--- config.mk ---
export PLATFORM = sky130hd
export DESIGN_NAME = dcrp_ctrl_end_flat
export DESIGN_NICKNAME = d
export VERILOG_FILES = /design/src/design/dcrp_pkg.sv /design/src/design/dcrp_if.sv /design/src/design/dcrp_beat_split.sv /design/src/design/dcrp_ctrl_end.sv /design/src/flat_wrapper.sv
export SDC_FILE = /design/constraint.sdc
export NUM_CORES = 1
export LEC_CHECK = 0
export BUFFER_PORTS_ARGS = -buffer_cell sky130_fd_sc_hd__buf_2
export CORE_MARGIN = 3
export CORE_UTILIZATION = 45
export CTS_BUF_LIST = sky130_fd_sc_hd__clkbuf_16
export DETAILED_ROUTE_END_ITERATION = 10
export PLACE_DENSITY = 0.73
export SETUP_SLACK_MARGIN = 0.3
export SLEW_MARGIN = 20
export SYNTH_ARGS = -nofsm -noshare
export SYNTH_HDL_FRONTEND = slang
export SYNTH_SLANG_ARGS = --single-unit
--- constraint.sdc ---
create_clock -name clk -period 2.01 [get_ports clk]
set_input_delay 0.1005 -clock clk [delete_from_list [all_inputs] [get_ports clk]]
set_output_delay 0.1005 -clock clk [all_outputs]
set_load 0.05 [all_outputs]
--- src/design/dcrp_pkg.sv ---
package dcrp_pkg;
    localparam int MEM_DQ_W   = 16;
    localparam int MEMORY_DATA_MASK_W   = MEM_DQ_W / 8;
    localparam int LOC_DATA_W = 2 * MEM_DQ_W;
    localparam int LOC_BE_W   = LOC_DATA_W / 8;
    localparam int CHIP_W     = 4;
    localparam int ROW_W      = 13;
    localparam int BANK_W     = 2;
    localparam int COL_W      = 10;
    localparam int COL_DROP   = 1;
    localparam int ADDR_W     = ROW_W + BANK_W + COL_W - COL_DROP;
    localparam int MAX_BURST  = 64;
    localparam int SIZE_W     = 7;
    localparam int MEM_BA_W   = BANK_W;

    typedef enum logic [1:0]
    {
        DCRP_CMD_NONE  = 2'b00,
        DCRP_CMD_READ  = 2'b01,
        DCRP_CMD_WRITE = 2'b10,
        DCRP_CMD_RFSH  = 2'b11
    } dcrp_cmd_t;
endpackage : dcrp_pkg

--- src/design/dcrp_if.sv ---
`timescale 1ns/10ps
interface dcrp_if;
    import dcrp_pkg::*;
    logic                  localReady;
    logic                  readReq;
    logic                  writeReq;
    logic                  burstBegin;
    logic [ADDR_W-1:0]     address;
    logic [SIZE_W-1:0]     size;
    logic [LOC_DATA_W-1:0] wdata;
    logic [LOC_BE_W-1:0]   write_byte_mask;
    logic                  refreshReq;
    logic [CHIP_W-1:0]     refreshChip;

    modport ctrl
    (
        output localReady,
        input  readReq, writeReq, burstBegin, address, size, wdata,
        input  write_byte_mask, refreshReq, refreshChip
    );
    modport master
    (
        input  localReady,
        output readReq, writeReq, burstBegin, address, size, wdata,
        output write_byte_mask, refreshReq, refreshChip
    );
endinterface : dcrp_if

--- src/design/dcrp_beat_split.sv ---
`timescale 1ns/10ps
module dcrp_beat_split
    import dcrp_pkg::*;
(
    input  wire logic                  clk,
    input  wire logic                  rst_b,
    input  wire logic                  load,
    input  wire logic [LOC_DATA_W-1:0] word,
    input  wire logic [LOC_BE_W-1:0]   byteMask,
    output logic                       beatValid,
    output logic [MEM_DQ_W-1:0]        memDq,
    output logic [MEMORY_DATA_MASK_W-1:0]        memory_data_mask
);
    import dcrp_pkg::*;

    logic [MEM_DQ_W-1:0] upperData_ff, nxt_upperData;
    logic [MEMORY_DATA_MASK_W-1:0] upperMask_ff, nxt_upperMask;
    logic                upperPend_ff, nxt_upperPend;
    logic [MEM_DQ_W-1:0] dq_ff, nxt_dq;
    logic [MEMORY_DATA_MASK_W-1:0] dm_ff, nxt_dm;
    logic                valid_ff, nxt_valid;

    ////////////////////////////////////////////////////////////////////////
    always_comb
    begin
        nxt_upperData = upperData_ff;
        nxt_upperMask = upperMask_ff;
        nxt_upperPend = 1'b0;
        nxt_dq        = dq_ff;
        nxt_dm        = {MEMORY_DATA_MASK_W{1'b1}};
        nxt_valid     = 1'b0;
        if (upperPend_ff)
        begin
            nxt_dq    = upperData_ff;                     // see RL3
            nxt_dm    = upperMask_ff;
            nxt_valid = 1'b1;
        end
        if (load)
        begin
            // lower half first, upper half next beat
            nxt_dq        = word[MEM_DQ_W-1:0];             // see RL3
            nxt_dm        = ~byteMask[MEMORY_DATA_MASK_W-1:0];        // see RL1 see RL2
            nxt_upperData = word[LOC_DATA_W-1:MEM_DQ_W];
            nxt_upperMask = ~byteMask[LOC_BE_W-1:MEMORY_DATA_MASK_W]; // see RL2
            nxt_upperPend = 1'b1;
            nxt_valid     = 1'b1;
        end
    end

    always_ff @(posedge clk or negedge rst_b)
    begin
        if (!rst_b)
        begin
            upperData_ff <= '0;
            upperMask_ff <= '1;
            upperPend_ff <= 1'b0;
            dq_ff        <= '0;
            dm_ff        <= '1;
            valid_ff     <= 1'b0;
        end
        else
        begin
            upperData_ff <= nxt_upperData;
            upperMask_ff <= nxt_upperMask;
            upperPend_ff <= nxt_upperPend;
            dq_ff        <= nxt_dq;
            dm_ff        <= nxt_dm;
            valid_ff     <= nxt_valid;
        end
    end

    assign memDq            = dq_ff;
    assign memory_data_mask = dm_ff;
    assign beatValid        = valid_ff;
endmodule : dcrp_beat_split

--- src/design/dcrp_ctrl_end.sv ---
`timescale 1ns/10ps
// Behaviour
// RL1: masked-off byte lanes are not written
// RL2: byte mask high, memory mask low
// RL3: lower half first, then upper half
// RL4: burst start is one pulse only
// RL5: master pulses burst start per write burst; the master sends none when userSize is zero
// RL6: burst start sampled with write request
// RL7: master holds write request while not ready
// RL8: read burst start pulses with read address; the master sends none when userSize is zero
// RL9: master holds read request while not ready
// RL10: never read and write together
// RL11: user refresh input; master meets refresh needs
// RL12: back-to-back refreshes allowed
// RL13: refresh beats pending reads and writes
// RL14: refresh chip mask high, qualified, chip-wide
// RL15: refresh exactly the masked chips
// RL16: beat count unsigned, one to sixty-four
// RL17: master keeps beat count within maximum; the master passes counts above 64 unchanged and the controller clamps them
// RL18: local word twice memory width
// RL19: drop lowest column bit
// RL20: half-rate drops two column bits
// RL21: accept only while ready is high
// RL22: accept write beats until count done
module dcrp_ctrl_end
    import dcrp_pkg::*;
(
    input  wire logic          clk,
    input  wire logic          rst_b,
    dcrp_if.ctrl               loc,
    input  wire logic          cmdReady,
    output logic [1:0]         cmdKind,
    output logic               cmdValid,
    output logic [ROW_W-1:0]   cmdRow,
    output logic [MEM_BA_W-1:0] cmdBank,
    output logic [COL_W-1:0]   cmdCol,
    output logic [SIZE_W-1:0]  cmdBeats,
    output logic [CHIP_W-1:0]  cmdChips,
    output logic               memBeatValid,
    output logic [MEM_DQ_W-1:0] memDq,
    output logic [MEMORY_DATA_MASK_W-1:0] memory_data_mask
);
    import dcrp_pkg::*;

    typedef enum logic [1:0]
    {
        ST_IDLE  = 2'b00,
        ST_WDATA = 2'b01,
        ST_ISSUE = 2'b10
    } dcrp_state_t;

    dcrp_state_t           state_ff, nxt_state;
    dcrp_cmd_t             kind_ff, nxt_kind;
    logic                  valid_ff, nxt_valid;
    logic [ROW_W-1:0]      row_ff, nxt_row;
    logic [MEM_BA_W-1:0]   bank_ff, nxt_bank;
    logic [COL_W-1:0]      col_ff, nxt_col;
    logic [SIZE_W-1:0]     beats_ff, nxt_beats;
    logic [CHIP_W-1:0]     chips_ff, nxt_chips;
    logic [SIZE_W-1:0]     left_ff, nxt_left;
    logic                  ready;
    logic                  loadBeat;
    logic                  bbHeld_ff, nxt_bbHeld;
    logic                  halfPend_ff, nxt_halfPend;
    logic                  startBurst;

    // clamp illegal counts; zero counts as one beat
    function automatic logic [SIZE_W-1:0] clampSize(input logic [SIZE_W-1:0] s);
        if (s == '0)
            clampSize = SIZE_W'(1);
        else if (s > SIZE_W'(MAX_BURST))
            clampSize = SIZE_W'(MAX_BURST);
        else
            clampSize = s;
    endfunction : clampSize

    ////////////////////////////////////////////////////////////////////////
    // ready drops while a command waits downstream; combinational handshake
    // a word in flight still owes its upper beat; only writes continue a burst
    always_comb
    begin
        ready = (state_ff == ST_IDLE) ||
                ((state_ff == ST_WDATA) && !halfPend_ff && !loc.readReq && !loc.refreshReq);
    end

    assign loc.localReady = ready;
    // burst start may arrive while ready is low; kept until the request is taken, except one that arrives in ST_WDATA, which is not held
    assign startBurst = loc.burstBegin || bbHeld_ff;                 // see RL6
    assign loadBeat = ready && loc.writeReq && ((state_ff == ST_WDATA) ||
                      ((state_ff == ST_IDLE) && startBurst && !loc.refreshReq));

    always_comb
    begin
        nxt_state = state_ff;
        nxt_kind  = kind_ff;
        nxt_valid = valid_ff;
        nxt_row   = row_ff;
        nxt_bank  = bank_ff;
        nxt_col   = col_ff;
        nxt_beats = beats_ff;
        nxt_chips = chips_ff;
        nxt_left  = left_ff;
        nxt_halfPend = loadBeat;
        nxt_bbHeld   = bbHeld_ff || (loc.burstBegin && (loc.readReq || loc.writeReq) &&
                       (state_ff != ST_WDATA));
        case (state_ff)
            ST_IDLE:
            begin
                // refresh first; it only beats requests not yet started
                if (loc.refreshReq)                                  // see RL13 see RL21
                begin
                    nxt_kind  = DCRP_CMD_RFSH;
                    nxt_chips = loc.refreshChip;                     // see RL14 see RL15
                    nxt_valid = 1'b1;
                    nxt_state = ST_ISSUE;                            // see RL12 see RL11
                end
                else if ((loc.writeReq || loc.readReq) && startBurst) // see RL6
                begin
                    nxt_bbHeld = 1'b0;
                    nxt_kind  = loc.writeReq ? DCRP_CMD_WRITE : DCRP_CMD_READ;
                    nxt_row   = loc.address[ADDR_W-1 -: ROW_W];
                    nxt_bank  = loc.address[COL_W-COL_DROP +: BANK_W];
                    // COL_DROP low column bits implied by the wide word; see RL20
                    nxt_col   = {loc.address[COL_W-COL_DROP-1:0], {COL_DROP{1'b0}}}; // see RL19
                    nxt_beats = clampSize(loc.size);                 // see RL16
                    nxt_chips = '0;
                    if (loc.writeReq && clampSize(loc.size) != SIZE_W'(1))
                    begin
                        nxt_left  = SIZE_W'(clampSize(loc.size) - SIZE_W'(1)); // see RL22
                        nxt_state = ST_WDATA;
                    end
                    else
                    begin
                        nxt_valid = 1'b1;
                        nxt_state = ST_ISSUE;
                    end
                end
            end
            ST_WDATA:
            begin
                if (loadBeat)                                        // see RL22
                begin
                    nxt_left = SIZE_W'(left_ff - SIZE_W'(1));
                    if (left_ff == SIZE_W'(1))
                    begin
                        nxt_valid = 1'b1;
                        nxt_state = ST_ISSUE;
                    end
                end
            end
            ST_ISSUE:
            begin
                if (cmdReady)
                begin
                    nxt_valid = 1'b0;
                    nxt_state = ST_IDLE;
                end
            end
            default:
            begin
                nxt_state = ST_IDLE;
            end
        endcase
    end

    always_ff @(posedge clk or negedge rst_b)
    begin
        if (!rst_b)
        begin
            state_ff <= ST_IDLE;
            kind_ff  <= DCRP_CMD_NONE;
            valid_ff <= 1'b0;
            row_ff   <= '0;
            bank_ff  <= '0;
            col_ff   <= '0;
            beats_ff <= '0;
            chips_ff <= '0;
            left_ff  <= '0;
            bbHeld_ff   <= 1'b0;
            halfPend_ff <= 1'b0;
        end
        else
        begin
            state_ff <= nxt_state;
            kind_ff  <= nxt_kind;
            valid_ff <= nxt_valid;
            row_ff   <= nxt_row;
            bank_ff  <= nxt_bank;
            col_ff   <= nxt_col;
            beats_ff <= nxt_beats;
            chips_ff <= nxt_chips;
            left_ff  <= nxt_left;
            bbHeld_ff   <= nxt_bbHeld;
            halfPend_ff <= nxt_halfPend;
        end
    end

    ////////////////////////////////////////////////////////////////////////
    dcrp_beat_split u_split
    (
        .clk              (clk),
        .rst_b            (rst_b),
        .load             (loadBeat),            // see RL18 see RL21
        .word             (loc.wdata),
        .byteMask         (loc.write_byte_mask),
        .beatValid        (memBeatValid),
        .memDq            (memDq),
        .memory_data_mask (memory_data_mask)     // see RL1 see RL3
    );

    assign cmdKind  = kind_ff;
    assign cmdValid = valid_ff;
    assign cmdRow   = row_ff;
    assign cmdBank  = bank_ff;
    assign cmdCol   = col_ff;
    assign cmdBeats = beats_ff;
    assign cmdChips = chips_ff;
endmodule : dcrp_ctrl_end

--- src/flat_wrapper.sv ---
// flat-port wrapper written by rule: the top's interface ports become plain ports
module dcrp_ctrl_end_flat import dcrp_pkg::*;
  (clk, rst_b, cmdReady, cmdKind, cmdValid, cmdRow, cmdBank, cmdCol, cmdBeats, cmdChips, memBeatValid, memDq, memory_data_mask, loc_localReady, loc_readReq, loc_writeReq, loc_burstBegin, loc_address, loc_size, loc_wdata, loc_write_byte_mask, loc_refreshReq, loc_refreshChip);
  dcrp_if loc_i ();
  input  wire logic clk;
  input  wire logic rst_b;
  input  wire logic cmdReady;
  output logic [1:0] cmdKind;
  output logic cmdValid;
  output logic [ROW_W-1:0] cmdRow;
  output logic [MEM_BA_W-1:0] cmdBank;
  output logic [COL_W-1:0] cmdCol;
  output logic [SIZE_W-1:0] cmdBeats;
  output logic [CHIP_W-1:0] cmdChips;
  output logic memBeatValid;
  output logic [MEM_DQ_W-1:0] memDq;
  output logic [MEMORY_DATA_MASK_W-1:0] memory_data_mask;
  output wire logic [$bits(loc_i.localReady)-1:0] loc_localReady;
  input wire logic [$bits(loc_i.readReq)-1:0] loc_readReq;
  input wire logic [$bits(loc_i.writeReq)-1:0] loc_writeReq;
  input wire logic [$bits(loc_i.burstBegin)-1:0] loc_burstBegin;
  input wire logic [$bits(loc_i.address)-1:0] loc_address;
  input wire logic [$bits(loc_i.size)-1:0] loc_size;
  input wire logic [$bits(loc_i.wdata)-1:0] loc_wdata;
  input wire logic [$bits(loc_i.write_byte_mask)-1:0] loc_write_byte_mask;
  input wire logic [$bits(loc_i.refreshReq)-1:0] loc_refreshReq;
  input wire logic [$bits(loc_i.refreshChip)-1:0] loc_refreshChip;
  assign loc_localReady = loc_i.localReady;
  assign loc_i.readReq = loc_readReq;
  assign loc_i.writeReq = loc_writeReq;
  assign loc_i.burstBegin = loc_burstBegin;
  assign loc_i.address = loc_address;
  assign loc_i.size = loc_size;
  assign loc_i.wdata = loc_wdata;
  assign loc_i.write_byte_mask = loc_write_byte_mask;
  assign loc_i.refreshReq = loc_refreshReq;
  assign loc_i.refreshChip = loc_refreshChip;
  dcrp_ctrl_end u_core (.clk(clk), .rst_b(rst_b), .loc(loc_i), .cmdReady(cmdReady), .cmdKind(cmdKind), .cmdValid(cmdValid), .cmdRow(cmdRow), .cmdBank(cmdBank), .cmdCol(cmdCol), .cmdBeats(cmdBeats), .cmdChips(cmdChips), .memBeatValid(memBeatValid), .memDq(memDq), .memory_data_mask(memory_data_mask));
endmodule
==> results.cfg <==
[outcome]
outcome = finished clean

[synthesis]
yosysTopAreaCell = sky130_fd_sc_hd__dfrtp_1
postSynthNetCount = 465
synth.area.top_cells = sky130_fd_sc_hd__dfrtp_1 (53%), sky130_fd_sc_hd__nand2_1 (10%), sky130_fd_sc_hd__mux2_2 (4.9%), sky130_fd_sc_hd__mux2i_1 (4.7%), sky130_fd_sc_hd__o21ai_0 (3.9%)
ys_warn_count = 0
synth_cells = 383
synth-seq-area-share = 0.557
postSynthAreaPerCell_sq_um = 10.1
synth_most_common_cell = sky130_fd_sc_hd__nand2_1
synth_edf_count = 0
leading_post_synthesis_cells_by_instance_count = sky130_fd_sc_hd__nand2_1 (107), sky130_fd_sc_hd__dfrtp_1 (82), sky130_fd_sc_hd__o21ai_0 (30), sky130_fd_sc_hd__nor2_1 (22), sky130_fd_sc_hd__mux2i_1 (18)
ys_types = 47
postSynthRegisterBits = 86
synthesis.area_sq_mm = 0.00387
asyncSetResetFlopFracSynth = 1.00
dominantRegCellSynth = sky130_fd_sc_hd__dfrtp_1
yosysTopAreaCellShare = 0.530

[floorplanning]
design.core.area_sq_mm = 0.00830
die_footprint_sq_mm = 0.00976
fp.dieH_um = 98.8
fp.dieW_um = 98.8
boundaryPins = 137
starting_density = 0.467
placementRows = 33

[clock_tree]
clkSlewWorstSetupHoldPaths_ns = 0.07
max-clock-path-buffers = 2
ctsHtreeMaxLevel = 3
clock_sinks = 86
tritoncts_clock_tree = built
total_cts_buffers = 9
insertion_delay_ns = 0.33
cts.root.buffer_cell = sky130_fd_sc_hd__clkbuf_16

[critical_path]
timing.critical_path.required_ns = 2.21
setup.worst_path.end_class = flip-flop
cp_slowest_stage_delay_ns = 0.56
worst_path_dominant_cell_family = simple AND/OR/NAND/NOR gates
crit_slowest_cell = sky130_fd_sc_hd__or4_4
timing.critical_path.fanout_max = 6
setup.worst_path.start_class = input pin
critical_path_buf_inv_count = 2
timing_worst_setup_path_type = input pin to flip-flop
worst-endpoint-arrival_ns = 2.08
series_of_cell_instances_along_the_critical_path = buf_6 -> or4_4 -> nor2_4 -> o21ai_4 -> inv_2 -> ha_4 -> or2b_4 -> o211ai_1 -> a21bo_2 -> nor2_2 -> o22a_1

[timing]
timing.final.setup_violations = 0
clock.fmax_mhz = 534
timing_hold_violations_final = 0
finalWorstPathRequiredPeriod_ns = 1.87
clock_skew_ns = 0.0103
fin_ws_ns = 0.137
final-max-slew-violation-count = 0
final.period_utilization = 0.932
tightest_slew_ns = 0.572
rsz0062_at_grt = yes
relSlewSlack = 0.619

[final_layout]
synthToLayoutAreaGrowth_pct = 47.4
final_layout_size_suffix_gt1_frac = 0.382
final_net_count = 666
nFillCells = 643
antennaDiodeCount = 0

[power]
p_leak_nw = 2.81
power.density_mw_per_mm2 = 1370
ir_drop_mv = 0.852
post-layout-total-power_mw = 7.84

[drt]
avgRoutedWirePerCell_um = 14.8
route.final.wire_length_um = 10300
drtPass1Iterations = 4
drt_iter0_drc = 132
drc = 0
route.detailed.vias_per_inst = 5.12
route.antenna.remaining_nets = 0
vias = 3551

[global_route]
globalRoute.totalOverflow = 0
grt_pass1_vias = 3562
initial_antenna_violation_count = 0
grt_pass1_wl_um = 16800
grt_start_max_net_pins = 45
global_route_usage_over_all_layers = 0.211

[placement]
gp_congestion = 0.879
preCtsSetupSlack_ns = -0.322
dpl.hpwl_um = 6620
port-buffer-count = 135

[flow_run]
timing.max_cap.violations = 0

[min_path]
hold_path_class = input pin to flip-flop
## registers in the layout, summed over array words and instances (netlist names), 4 cells and up
signal	count
u_core.cmdBeats	7
u_core.cmdChips	4
u_core.cmdCol	9
u_core.cmdRow	13
u_core.left_ff	7
u_core.u_split.memDq	16
u_core.u_split.upperData_ff	16
## area by class of cell
cell class                      instances  area [sq um]  share of cell area
Timing Repair Buffer                  212          1450               0.255
Multi-Input combinational cell        269          1640               0.287
Tap cell                              105           131              0.0230
Sequential cell                        86          2160               0.378
Clock buffer                            9           225              0.0394
Clock inverter                          7          81.3              0.0142
Inverter                                6          22.5             0.00394
## worst reg2reg max path, delay by kind of cell, from the launching register on
family,cells,cell delay (ns)
and+or+nand+nor,1,0.50
DFF,1,0.39
AOI/OAI and AO/OA,4,0.73
## cells in the final DEF, fill, tap and decap left out, types with 6 or more instances in the layout
cell type and n:
sky130_fd_sc_hd__mux2i_1 18, sky130_fd_sc_hd__o21ai_0 24, sky130_fd_sc_hd__a21oi_1 9, sky130_fd_sc_hd__mux2_2 17, sky130_fd_sc_hd__buf_4 23, sky130_fd_sc_hd__nor2_1 19, sky130_fd_sc_hd__buf_2 131, sky130_fd_sc_hd__dfrtp_1 82
sky130_fd_sc_hd__clkbuf_16 10, sky130_fd_sc_hd__nor3_1 6, sky130_fd_sc_hd__dlygate4sd3_1 50, sky130_fd_sc_hd__nand2_1 107
## metal layers
layer  vias to the layer above  share of wire  GRT usage
met2                       130           0.49      0.339
li1                       1707              -          -
met5                         -              0          0
met3                        13          0.063     0.0538
met4                         0          0.013     0.0620
met1                      1701           0.44      0.282
## stage by stage
stage | setup TNS [ns] | util | instances | hold WS [ns] | instance area, sq um
after floorplan | -0.0271 | - | 383 | -0.195 | 3880
after global placement | -1.98 | 0.573 | 623 | 0.119 | 4760
after detailed placement | -2.59 | 0.573 | 623 | 0.132 | 4760
after CTS | 0 | 0.677 | 691 | 0.00109 | 5620
after global routing | 0 | 0.688 | 694 | 0.00609 | 5710
final | 0 | 0.688 | 694 | 0.00366 | 5710
## power by group
group | switching [mW] | internal, mW
logic | 2.42 | 0.945
clock network | 0.703 | 0.981
registers | 0.399 | 2.39
total | 3.52 | 4.32
## cells by family (layout without fill, tap and decap cells)
family / after synthesis / after routing / synth area share
simple gates: 158 / 158 / 0.175
flops: 86 / 86 / 0.557
compound gates: 70 / 70 / 0.116
mux: 35 / 35 / 0.0959
buf+inv: 28 / 234 / 0.0404
fa+ha+maj: 4 / 4 / 0.0129
other cells: 1 / 1 / 0.000968
xor+xnor: 1 / 1 / 0.00226
## timing repair
action / 4_1_cts / 5_1_grt
hold buffers: 49 / 1
gates resized for setup: 13 / 10
endpoints found under the setup margin: 12 / 27
buffers inserted: 3 / 1
endpoints found under the hold margin: 90 / 1
gates cloned: 0 / 1
pin swaps: 13 / 3
## path summary, 6_finish.rpt
| path | start | endpoint | slack [ns] | cells after the start |
|---|---|---|---|---|
| max | loc_size[4] | u_core.left_ff[3] | 0.14 | 11 |
| min in group asynchronous | rst_b | u_core.cmdRow[8] | 0.30 | 2 |
| min reg2reg | u_core.u_split.upperMask_ff[1] | u_core.u_split.upperMask_ff[1] | 0.47 | 2 |
| max reg2reg | u_core.halfPend_ff | u_core.state_ff[1] | 0.32 | 5 |
| min | loc_address[19] | u_core.cmdRow[8] | 0.004 | 3 |
| max in group asynchronous | rst_b | u_core.u_split.upperMask_ff[1] | 1.01 | 3 |
Note: power is estimated with default switching activity, not from simulation.
